===== src/hw/fault_sup_pkg.sv =====
// fault_sup_pkg: constants and carrier types for the supply and thermal fault supervisor
// assumes one 20 MHz clock; comparator and sensor inputs already filtered and synchronous

package fault_sup_pkg;
    localparam int unsigned clk_hz = 20_000_000;
    localparam int unsigned short_filter_us = 4000;
    localparam int unsigned short_filter_cycles = short_filter_us * (clk_hz / 1_000_000);
    localparam int unsigned cool_down_us = 1000;
    localparam int unsigned cool_down_cycles = cool_down_us * (clk_hz / 1_000_000);
    localparam int unsigned restart_us = 2000;
    localparam int unsigned restart_cycles = restart_us * (clk_hz / 1_000_000);
    localparam logic [1:0] fail_none = 2'h0;
    localparam logic [1:0] fail_overtemp = 2'h1;
    localparam int unsigned hs_count = 4;

    typedef enum logic [2:0] {
        mode_normal = 3'h1,
        mode_fail_safe = 3'h2,
        mode_restart = 3'h4
    } chip_mode_type;

    // host clear strobes, one bit per status field; the highside bit clears all four
    typedef struct packed {
        logic main_short;
        logic second_uv;
        logic can_uv;
        logic ext_uv;
        logic ext_oc;
        logic block_tsd;
        logic second_ot;
        logic ext_ot;
        logic can_fault;
        logic lin_one;
        logic lin_two;
        logic highside;
        logic prewarn;
        logic chip_tsd;
        logic fail;
    } clear_type;

    // sticky status flags
    typedef struct packed {
        logic main_short;
        logic second_uv;
        logic can_uv;
        logic ext_uv;
        logic ext_oc;
        logic block_tsd;
        logic second_ot;
        logic ext_ot;
        logic [1:0] can_fault;
        logic [1:0] lin_one;
        logic [1:0] lin_two;
        logic [3:0] highside;
        logic prewarn;
        logic chip_tsd;
        logic fail;
    } status_type;
endpackage : fault_sup_pkg


===== src/hw/sticky_flag.sv =====
// sticky_flag: one hardware-set, host-cleared flag
// assumes set and clear are synchronous strobes or levels
`timescale 1ns/1ns
`default_nettype none
module sticky_flag (
    input wire logic clk,
    input wire logic resetn,
    input wire logic set,
    input wire logic clear,
    input wire logic clear_allowed,
    output logic flag
);
    logic next_flag;
    // set wins over clear; clear only when allowed
    always_comb begin
        next_flag = flag;
        if (clear && clear_allowed) begin
            next_flag = 1'b0;
        end
        if (set) begin
            next_flag = 1'b1;
        end
    end
    always_ff @(posedge clk or negedge resetn) begin
        if (!resetn) begin
            flag <= 1'b0;
        end else begin
            flag <= next_flag;
        end
    end
    a_flag_holds: assert property (@(posedge clk) disable iff (!resetn)
        flag && !clear |=> flag) else $error("sticky flag dropped");
endmodule // sticky_flag
`default_nettype wire


===== src/hw/fault_timer.sv =====
// fault_timer: counts while a condition holds, pulses done once on reaching the limit
// assumes cond is synchronous to clk
`timescale 1ns/1ns
`default_nettype none
module fault_timer #(
    parameter int unsigned limit = 80000
) (
    input wire logic clk,
    input wire logic resetn,
    input wire logic cond,
    output logic done
);
    logic [31:0] count;
    logic [31:0] next_count;
    always_comb begin
        next_count = count;
        if (!cond) begin
            next_count = 32'h0;
        end else if (count < limit) begin
            next_count = count + 32'h1;
        end
    end
    always_ff @(posedge clk or negedge resetn) begin
        if (!resetn) begin
            count <= 32'h0;
        end else begin
            count <= next_count;
        end
    end
    assign done = cond && (count == limit - 1);
endmodule // fault_timer
`default_nettype wire


===== src/hw/supply_thermal_fault_supervisor.sv =====
// supply_thermal_fault_supervisor: fault flags, shutdowns and mode moves of the supply block
// assumes comparator and sensor inputs are filtered and synchronous to clk
`timescale 1ns/1ns
`default_nettype none
module supply_thermal_fault_supervisor #(
    parameter int unsigned short_filter = fault_sup_pkg::short_filter_cycles,
    parameter int unsigned cool_down = fault_sup_pkg::cool_down_cycles,
    parameter int unsigned restart_time = fault_sup_pkg::restart_cycles
) (
    input wire logic clk,
    input wire logic resetn,
    input wire logic main_above_reset,
    input wire logic main_powering_up,
    input wire logic battery_undervolt,
    input wire logic can_wake,
    input wire logic lin_wake,
    input wire logic wake_input_pins,
    input wire logic stop_mode,
    input wire logic loadshare_config,
    input wire logic ext_reg_undervolt_keep_on,
    input wire logic loadshare_stop_keep_on,
    input wire logic ext_overcurrent,
    input wire logic ext_undervolt,
    input wire logic ext_turning_on,
    input wire logic second_undervolt,
    input wire logic second_switching,
    input wire logic can_undervolt,
    input wire logic second_hot,
    input wire logic ext_hot,
    input wire logic can_hot,
    input wire logic lin_one_hot,
    input wire logic lin_two_hot,
    input wire logic [3:0] highside_hot,
    input wire logic prewarn_hot,
    input wire logic chip_hot,
    input wire logic second_enable_write,
    input wire logic [1:0] second_enable_data,
    input wire logic ext_enable_write,
    input wire logic [1:0] ext_enable_data,
    input wire logic highside_write,
    input wire logic [3:0] highside_data,
    input wire logic can_tx_request,
    input wire logic lin_one_tx_request,
    input wire logic lin_two_tx_request,
    input wire fault_sup_pkg::clear_type clear,
    output fault_sup_pkg::status_type status,
    output fault_sup_pkg::chip_mode_type mode,
    output logic main_reg_on,
    output logic fail_output_pins,
    output logic [1:0] second_reg_enable_field,
    output logic second_reg_on,
    output logic [1:0] ext_reg_enable_field,
    output logic ext_reg_on,
    output logic can_tx_on,
    output logic lin_one_tx_on,
    output logic lin_two_tx_on,
    output logic [3:0] highside_switches
);
    // ----------------------------------------
    // main regulator short supervision
    // ----------------------------------------
    logic short_cond;
    logic short_done;
    logic cool_done;
    logic restart_done;
    logic bus_wake;
    logic chip_event;
    logic short_latched;
    logic next_short_latched;
    logic main_on;
    logic next_main_on;
    fault_sup_pkg::chip_mode_type next_mode;

    // below threshold at power up or later, with battery ok
    assign short_cond = main_on && !main_above_reset && !battery_undervolt;
    assign bus_wake = can_wake || lin_wake || wake_input_pins;
    assign chip_event = chip_hot && main_on;

    fault_timer #(.limit(short_filter)) u_short_timer (
        .clk(clk),
        .resetn(resetn),
        .cond(short_cond),
        .done(short_done)
    );
    fault_timer #(.limit(cool_down)) u_cool_timer (
        .clk(clk),
        .resetn(resetn),
        .cond(mode == fault_sup_pkg::mode_fail_safe && !short_latched),
        .done(cool_done)
    );
    fault_timer #(.limit(restart_time)) u_restart_timer (
        .clk(clk),
        .resetn(resetn),
        .cond(mode == fault_sup_pkg::mode_restart),
        .done(restart_done)
    );

    // ----------------------------------------
    // mode sequencing
    // ----------------------------------------
    always_comb begin
        next_mode = mode;
        next_short_latched = short_latched;
        next_main_on = main_on;
        case (mode)
            fault_sup_pkg::mode_normal: begin
                if (short_done) begin
                    next_mode = fault_sup_pkg::mode_fail_safe;
                    next_short_latched = 1'b1;
                    next_main_on = 1'b0;
                end else if (chip_event) begin
                    next_mode = fault_sup_pkg::mode_fail_safe;
                end
            end
            fault_sup_pkg::mode_fail_safe: begin
                if (short_done) begin
                    next_short_latched = 1'b1;
                    next_main_on = 1'b0;
                end else if (short_latched) begin
                    if (bus_wake) begin
                        next_mode = fault_sup_pkg::mode_restart;
                        next_short_latched = 1'b0;
                        next_main_on = 1'b1;
                    end
                end else if (cool_done) begin
                    next_mode = fault_sup_pkg::mode_restart;
                end
            end
            fault_sup_pkg::mode_restart: begin
                if (short_done) begin
                    next_mode = fault_sup_pkg::mode_fail_safe;
                    next_short_latched = 1'b1;
                    next_main_on = 1'b0;
                end else if (restart_done) begin
                    next_mode = fault_sup_pkg::mode_normal;
                end
            end
            default: begin
                next_mode = fault_sup_pkg::mode_normal;
            end
        endcase
    end
    always_ff @(posedge clk or negedge resetn) begin
        if (!resetn) begin
            mode <= fault_sup_pkg::mode_normal;
            short_latched <= 1'b0;
            main_on <= 1'b1;
        end else begin
            mode <= next_mode;
            short_latched <= next_short_latched;
            main_on <= next_main_on;
        end
    end
    assign main_reg_on = main_on;
    assign fail_output_pins = (mode == fault_sup_pkg::mode_fail_safe);

    // ----------------------------------------
    // enables cleared by overtemperature
    // ----------------------------------------
    logic second_ot_event;
    logic ext_ot_event;
    logic hs_ot_event;
    logic [1:0] next_second_field;
    logic [1:0] next_ext_field;
    logic [3:0] next_hs;

    assign second_ot_event = second_hot && |second_reg_enable_field;
    assign ext_ot_event = ext_hot && |ext_reg_enable_field;
    assign hs_ot_event = |(highside_hot & highside_switches);

    always_comb begin
        next_second_field = second_enable_write ? second_enable_data : second_reg_enable_field;
        next_ext_field = ext_reg_enable_field;
        next_hs = highside_switches;
        if (ext_enable_write) begin
            next_ext_field = ext_enable_data;
        end
        if (highside_write) begin
            next_hs = highside_data;
        end
        if (second_ot_event) begin
            next_second_field = 2'h0;
        end
        if (ext_ot_event && !loadshare_config) begin
            next_ext_field = 2'h0;
        end
        if (hs_ot_event) begin
            next_hs = 4'h0;
        end
    end
    always_ff @(posedge clk or negedge resetn) begin
        if (!resetn) begin
            second_reg_enable_field <= 2'h0;
            ext_reg_enable_field <= 2'h0;
            highside_switches <= 4'h0;
        end else begin
            second_reg_enable_field <= next_second_field;
            ext_reg_enable_field <= next_ext_field;
            highside_switches <= next_hs;
        end
    end

    assign second_reg_on = |second_reg_enable_field && !second_hot;
    // load sharing comes back by itself when cool; stand-alone waits for a write
    assign ext_reg_on = |ext_reg_enable_field && !ext_hot
        && !(battery_undervolt && !ext_reg_undervolt_keep_on)
        && !(loadshare_config && stop_mode && !loadshare_stop_keep_on);
    assign can_tx_on = can_tx_request && !can_hot;
    assign lin_one_tx_on = lin_one_tx_request && !lin_one_hot;
    assign lin_two_tx_on = lin_two_tx_request && !lin_two_hot;

    // ----------------------------------------
    // sticky status flags
    // ----------------------------------------
    logic normal;
    localparam logic [1:0] fail_overtemp = fault_sup_pkg::fail_overtemp;
    assign normal = (mode == fault_sup_pkg::mode_normal);

    sticky_flag u_f_short (.clk(clk), .resetn(resetn),
        .set(short_done && !main_powering_up), .clear(clear.main_short),
        .clear_allowed(1'b1), .flag(status.main_short));
    sticky_flag u_f_fail (.clk(clk), .resetn(resetn),
        .set(short_done), .clear(clear.fail), .clear_allowed(1'b1), .flag(status.fail));
    sticky_flag u_f_sec_uv (.clk(clk), .resetn(resetn),
        .set(second_undervolt && !second_switching), .clear(clear.second_uv),
        .clear_allowed(1'b1), .flag(status.second_uv));
    sticky_flag u_f_can_uv (.clk(clk), .resetn(resetn),
        .set(can_undervolt), .clear(clear.can_uv),
        .clear_allowed(1'b1), .flag(status.can_uv));
    sticky_flag u_f_ext_uv (.clk(clk), .resetn(resetn),
        .set(!loadshare_config && ext_undervolt && !ext_turning_on),
        .clear(clear.ext_uv), .clear_allowed(1'b1), .flag(status.ext_uv));
    sticky_flag u_f_ext_oc (.clk(clk), .resetn(resetn),
        .set(!loadshare_config && ext_overcurrent), .clear(clear.ext_oc),
        .clear_allowed(1'b1), .flag(status.ext_oc));
    sticky_flag u_f_block (.clk(clk), .resetn(resetn),
        .set(second_ot_event || ext_ot_event || hs_ot_event || (can_hot && can_tx_request)
            || (lin_one_hot && lin_one_tx_request) || (lin_two_hot && lin_two_tx_request)),
        .clear(clear.block_tsd), .clear_allowed(!(second_hot || ext_hot || can_hot
            || lin_one_hot || lin_two_hot || |highside_hot)), .flag(status.block_tsd));
    sticky_flag u_f_sec_ot (.clk(clk), .resetn(resetn),
        .set(second_ot_event), .clear(clear.second_ot),
        .clear_allowed(!second_hot), .flag(status.second_ot));
    sticky_flag u_f_ext_ot (.clk(clk), .resetn(resetn),
        .set(ext_ot_event), .clear(clear.ext_ot),
        .clear_allowed(!ext_hot), .flag(status.ext_ot));
    sticky_flag u_f_can (.clk(clk), .resetn(resetn),
        .set(can_hot && can_tx_request), .clear(clear.can_fault),
        .clear_allowed(!can_hot), .flag(status.can_fault[0]));
    sticky_flag u_f_lin1 (.clk(clk), .resetn(resetn),
        .set(lin_one_hot && lin_one_tx_request), .clear(clear.lin_one),
        .clear_allowed(!lin_one_hot), .flag(status.lin_one[0]));
    sticky_flag u_f_lin2 (.clk(clk), .resetn(resetn),
        .set(lin_two_hot && lin_two_tx_request), .clear(clear.lin_two),
        .clear_allowed(!lin_two_hot), .flag(status.lin_two[0]));
    assign status.can_fault[1] = fail_overtemp[1];
    assign status.lin_one[1] = fail_overtemp[1];
    assign status.lin_two[1] = fail_overtemp[1];

    genvar gi;
    generate
        for (gi = 0; gi < fault_sup_pkg::hs_count; gi++) begin : g_hs
            sticky_flag u_f_hs (.clk(clk), .resetn(resetn),
                .set(hs_ot_event), .clear(clear.highside),
                .clear_allowed(!(|highside_hot)), .flag(status.highside[gi]));
        end
    endgenerate

    sticky_flag u_f_pw (.clk(clk), .resetn(resetn),
        .set(prewarn_hot && main_on), .clear(clear.prewarn),
        .clear_allowed(!prewarn_hot), .flag(status.prewarn));
    sticky_flag u_f_chip_tsd (.clk(clk), .resetn(resetn),
        .set(chip_event), .clear(clear.chip_tsd),
        .clear_allowed(normal && !chip_hot), .flag(status.chip_tsd));

    // ----------------------------------------
    // checks
    // ----------------------------------------
    a_short_failsafe: assert property (@(posedge clk) disable iff (!resetn)
        short_done |=> mode == fault_sup_pkg::mode_fail_safe && !main_reg_on)
        else $error("short did not force fail-safe");
    a_short_wake: assert property (@(posedge clk) disable iff (!resetn)
        short_latched && !bus_wake |=> short_latched)
        else $error("left short fail-safe without wake");
    a_short_battery: assert property (@(posedge clk) disable iff (!resetn)
        battery_undervolt |-> !short_done)
        else $error("short filter ran in undervoltage");
    a_ext_uv_off: assert property (@(posedge clk) disable iff (!resetn)
        battery_undervolt && !ext_reg_undervolt_keep_on |-> !ext_reg_on)
        else $error("external regulator on in undervoltage");
    a_second_ot: assert property (@(posedge clk) disable iff (!resetn)
        second_ot_event |=> second_reg_enable_field == 2'h0 && status.second_ot)
        else $error("second regulator not shut down");
    a_can_tx: assert property (@(posedge clk) disable iff (!resetn)
        can_hot |-> !can_tx_on)
        else $error("can transmitter on while hot");
    a_hs_all_off: assert property (@(posedge clk) disable iff (!resetn)
        hs_ot_event |=> highside_switches == 4'h0 && &status.highside)
        else $error("high-side not all off");
    a_chip_thermal_shutdown_flag_enter: assert property (@(posedge clk) disable iff (!resetn)
        chip_event && normal && !short_done |=> mode == fault_sup_pkg::mode_fail_safe
        && status.chip_tsd)
        else $error("chip shutdown did not enter fail-safe");
    c_short: cover property (@(posedge clk) disable iff (!resetn) short_done);
    c_chip: cover property (@(posedge clk) disable iff (!resetn) chip_event);
    c_restart: cover property (@(posedge clk) disable iff (!resetn) restart_done);
endmodule // supply_thermal_fault_supervisor
`default_nettype wire


===== config.mk =====
export PLATFORM = sky130hd
export DESIGN_NAME = supply_thermal_fault_supervisor
export DESIGN_NICKNAME = d
export VERILOG_FILES = /design/src/hw/fault_sup_pkg.sv /design/src/hw/sticky_flag.sv /design/src/hw/fault_timer.sv /design/src/hw/supply_thermal_fault_supervisor.sv
export SDC_FILE = /design/constraint.sdc
export NUM_CORES = 1
export LEC_CHECK = 0
export BUFFER_PORTS_ARGS = -buffer_cell sky130_fd_sc_hd__buf_2
export CAP_MARGIN = 15
export CORE_ASPECT_RATIO = 0.8
export CORE_UTILIZATION = 51
export CTS_BUF_LIST = sky130_fd_sc_hd__clkbuf_16
export DETAILED_ROUTE_END_ITERATION = 10
export PLACE_DENSITY = 0.76
export SYNTH_ARGS = -nofsm -noshare
export SYNTH_HDL_FRONTEND = slang
export SYNTH_SLANG_ARGS = --single-unit

===== constraint.sdc =====
create_clock -name clk -period 2.2 [get_ports clk]
set_input_delay 0.22 -clock clk [delete_from_list [all_inputs] [get_ports clk]]
set_output_delay 0.22 -clock clk [all_outputs]
set_load 0.02 [all_outputs]

==> results by group <==
Outcome
  – Status: complete, but fails checks
  – Violated checks: negative setup slack

Floorplanning
  – Full die area: 0.0121 mm²
  – Number of core rows: 34
  – Placeable core area: 0.0111 mm²
  – Initial core utilization: 0.537
  – I/O pins: 97
  – Horiz. Die Dim: 123 µm
  – Overall die height: 98.7 µm

GRT
  – Layer with the highest usage after global routing: met2
  – Grt met3 use: 0.0608
  – Overall track demand over capacity in global routing: 0.240
  – Met1 layer usage reported by global route: 0.289
  – First-pass GRT wire length: 22,500 µm
  – Met2 Usage GRT: 0.405
  – Via count of the first global-routing pass: 4,776
  – Initial antenna violation count: 0
  – Total congestion overflow: 0
  – Pin count of the biggest net entering global routing: 56

Critical path
  – Category of the worst setup path launch point: flip-flop
  – Largest fanout on the critical path: 5
  – Crit. End Element: flip-flop
  – Crit path required time: 2.49 ns
  – Kind of cell adding the most delay to the critical path: compound AO/OA/AOI/OAI gates
  – Buffers and inverters on the worst path: 1
  – Slowest-stage cell, CP: or4_4
  – Cell chain of the critical path: or4_4 > a211o_4 > a2111oi_4 > buf_4 > a41o_1 > a21oi_1
  – Type of the setup path with the least slack: flip-flop to flip-flop
  – Worst path arrival time: 2.53 ns
  – CP peak stage delay: 0.55 ns

Timing
  – Part of the cycle the worst path needs: 1.02
  – Final hold violation count: 0
  – Unrepaired setup endpoints after global routing: true
  – Tightest slew margin relative to the limit: 0.626
  – Final-report setup violation count: 11
  – Least-Margin Pin Slew: 0.547 ns
  – Minimum setup slack in the final design: -0.0406 ns
  – Setup TNS: -0.226 ns
  – Final slew viol count: 0
  – Post-layout minimum cycle time: 2.24 ns
  – Top achievable clock speed: 446 MHz
  – Setup Skew: 0.00935 ns

Layout
  – Antenna Diode Count: 0
  – Final nets: 749
  – Total area of multi-input combinational cells: 0.00267 mm²
  – Fraction of layout instances using a drive strength above 1: 0.297
  – Area taken by flip-flops and latches: 0.00311 mm²
  – Area growth syn-to-layout: 27.8%
  – Count of filler cells inserted in the layout: 740

Synth
  – Yosys top cell area share: 0.512
  – Number of enable flip-flop cells after synthesis: 0
  – Sequential element share of the synthesized area: 0.521
  – Share of flip-flops with an asynchronous set or reset: 1.00
  – #FFs+latches synth: 124
  – Netlist area before placement: 0.00596 mm²
  – Synth Warn #: 0
  – Post-Syn Instances: 570
  – Most used standard cells in the synthesized netlist: dfrtp_1 (122), nor2_1 (45), and2_1 (34), inv_1 (32), nand2_1 (31)
  – Number of library cell types mapped by synthesis: 61
  – Top post-synthesis cells by area: dfrtp_1 (51%), and2_1 (3.6%), xnor2_1 (3.2%), nor2_1 (2.8%), buf_4 (2.6%)
  – Top flip-flop cell by instance count after synthesis: dfrtp_1
  – Post-Synthesis Mean Instance Area: 10.5 µm²
  – Library cell occupying the most area in the post-synthesis netlist: dfrtp_1
  – Cell with the most instances after synthesis: dfrtp_1

Drt
  – Initial detailed-routing violation count: 341
  – Routed via count divided by cell count: 5.76
  – Residual DRC: 0
  – Number of antenna-violating nets in the routed design: 0
  – Via total after detailed routing: 4,863
  – Drt pass-1 iters: 5
  – Routed wire length: 13,900 µm
  – WL per Instance: 16.4 µm

Placed design
  – HPWL after DPL: 9010 µm
  – Quantity of I/O buffers inserted on ports: 93
  – Weighted congestion at the end of routability-driven global placement: 0.785

Pwr
  – Peak ir drop on the vdd network: 0.548 mV
  – P per Cell Area: 828 mW/mm²
  – Total internal power: 4.67 mW
  – Power share of the sequential group: 0.391
  – Reported net switching power: 1.64 mW
  – Clock power frac: 0.480
  – Switching Share: 0.259
  – Combinational share of power: 0.129
  – Leak: 3.51 nW
  – Power Total: 6.31 mW

Clocking
  – Clock tree from TritonCTS: built
  – Number of buffers created by CTS: 17
  – CTS sink count: 124
  – Root Driver: clkbuf_16
  – Clock buffer depth: 2
  – Maximum level of the CTS H-tree: 4
  – Clock latency at the later pin of the worst-skew pair: 0.41 ns
  – Clock input transition at the sequential cells of the worst setup and hold paths: 0.06 ns

Hold path
  – Worst hold path type: input pin to flip-flop

Flow run
  – Count of max-cap constraint violations: 0
layer usage:
layer | vias up | share of wire
met5 | - | 0
met4 | 0 | 0.026
met3 | 42 | 0.065
met2 | 192 | 0.49
met1 | 2376 | 0.42
li1 | 2253 | -
registers in the layout, indices dropped and copies added (netlist names), 2 cells and up:
name and count:
ext_reg_enable_field 2, highside_switches 4, u_cool_timer.count 32, mode 3, u_restart_timer.count 32, u_short_timer.count 32
second_reg_enable_field 2
area by class of cell:
cell class              count  share of cell area
flip-flops and latches    124               0.407
inverters                  32              0.0158
clock inverters            15              0.0289
repair buffers            142               0.119
multi-input cells         371               0.350
clock buffers              17              0.0558
well taps                 144              0.0236
metrics by stage:
stage / instance area (µm²) / utilization / std cells / worst slack, ns / hold WS, ns
6_report: 7620 / 0.686 / 845 / -0.0406 / 0.00780
2_1_floorplan: 5980 / - / 572 / 0.0113 / -0.0756
5_1_grt: 7620 / 0.686 / 845 / -0.120 / 0.00274
3_5_place_dp: 6670 / 0.601 / 799 / -0.119 / 0.173
3_3_place_gp: 6670 / 0.601 / 799 / -0.0150 / 0.169
4_1_cts: 7500 / 0.675 / 840 / -0.0162 / 0.00193
power groups by stage:
stage / sequential, mW / combinational (mW) / clock, mW
detailed placement: 2.50 / 0.795 / 0
finish: 2.47 / 0.813 / 3.03
floorplan: 2.54 / 0.435 / 0
global route: 2.48 / 0.899 / 3.17
global placement: 2.50 / 0.771 / 0
CTS: 2.47 / 0.814 / 3.06
worst paths after layout:
kind,start,end,slack [ns],depth (start not counted)
min in group asynchronous,resetn,u_f_can_uv.flag,0.28,2
worst min-delay path,clear[6],u_f_can.flag,0.008,2
max in group asynchronous,resetn,main_reg_on,1.25,3
worst max register to register,u_cool_timer.count[8],u_cool_timer.count[11],-0.04,6
worst max-delay path,u_cool_timer.count[8],u_cool_timer.count[11],-0.04,6
worst min register to register,u_f_can_uv.flag,u_f_can_uv.flag,0.48,1
kinds of logic (layout without fill, tap and decap cells):
logic type | count (synthesis) | count (layout) | synth area share
buffers and inverters | 77 | 206 | 0.0648
XOR/XNOR | 24 | 24 | 0.0353
flip-flops | 124 | 124 | 0.521
AO/OA/AOI/OAI | 105 | 105 | 0.145
other | 1 | 3 | 0.000629
AND/OR/NAND/NOR | 224 | 224 | 0.207
adder cells (fa/ha/maj) | 4 | 4 | 0.00798
multiplexers | 11 | 11 | 0.0185
cells in the final DEF (no fill, tap or decap), types with 4 or more instances in the layout:
cell type      netlist  final
clkbuf_16            0     17
inv_1               32     32
a2111oi_4            3     11
nor2_1              45     45
bufinv_16            0      5
a211oi_1             7      7
nand3_1             17     16
buf_2                3     92
and2_1              34     34
buf_12               0      4
o21ai_0             20     19
nand4_1             13     13
buf_4               21     39
a21oi_1             19     15
nor4_1              15     13
and3_1              25     24
and4_1               8      8
dlygate4sd3_1        0      7
clkinvlp_4           0      4
o22ai_1              5      5
mux2i_1             11     11
o31ai_1              4      4
nor3_1               9      9
or4_1                4      4
nor2b_1              5      5
dfrtp_1            122    122
a31o_2               5      4
nand2_1             31     31
a21oi_2              0      4
xnor2_1             22     22
what timing repair did:
item                                    4_1_cts  5_1_grt
cloned                                        1        0
endpoints found under the setup margin       16       35
hold buffers                                  7        0
buffers inserted                              1        5
resized for setup                            12       14
pin swaps                                     9       16
endpoints found under the hold margin        32        0
(Power assumes the default switching activity.)
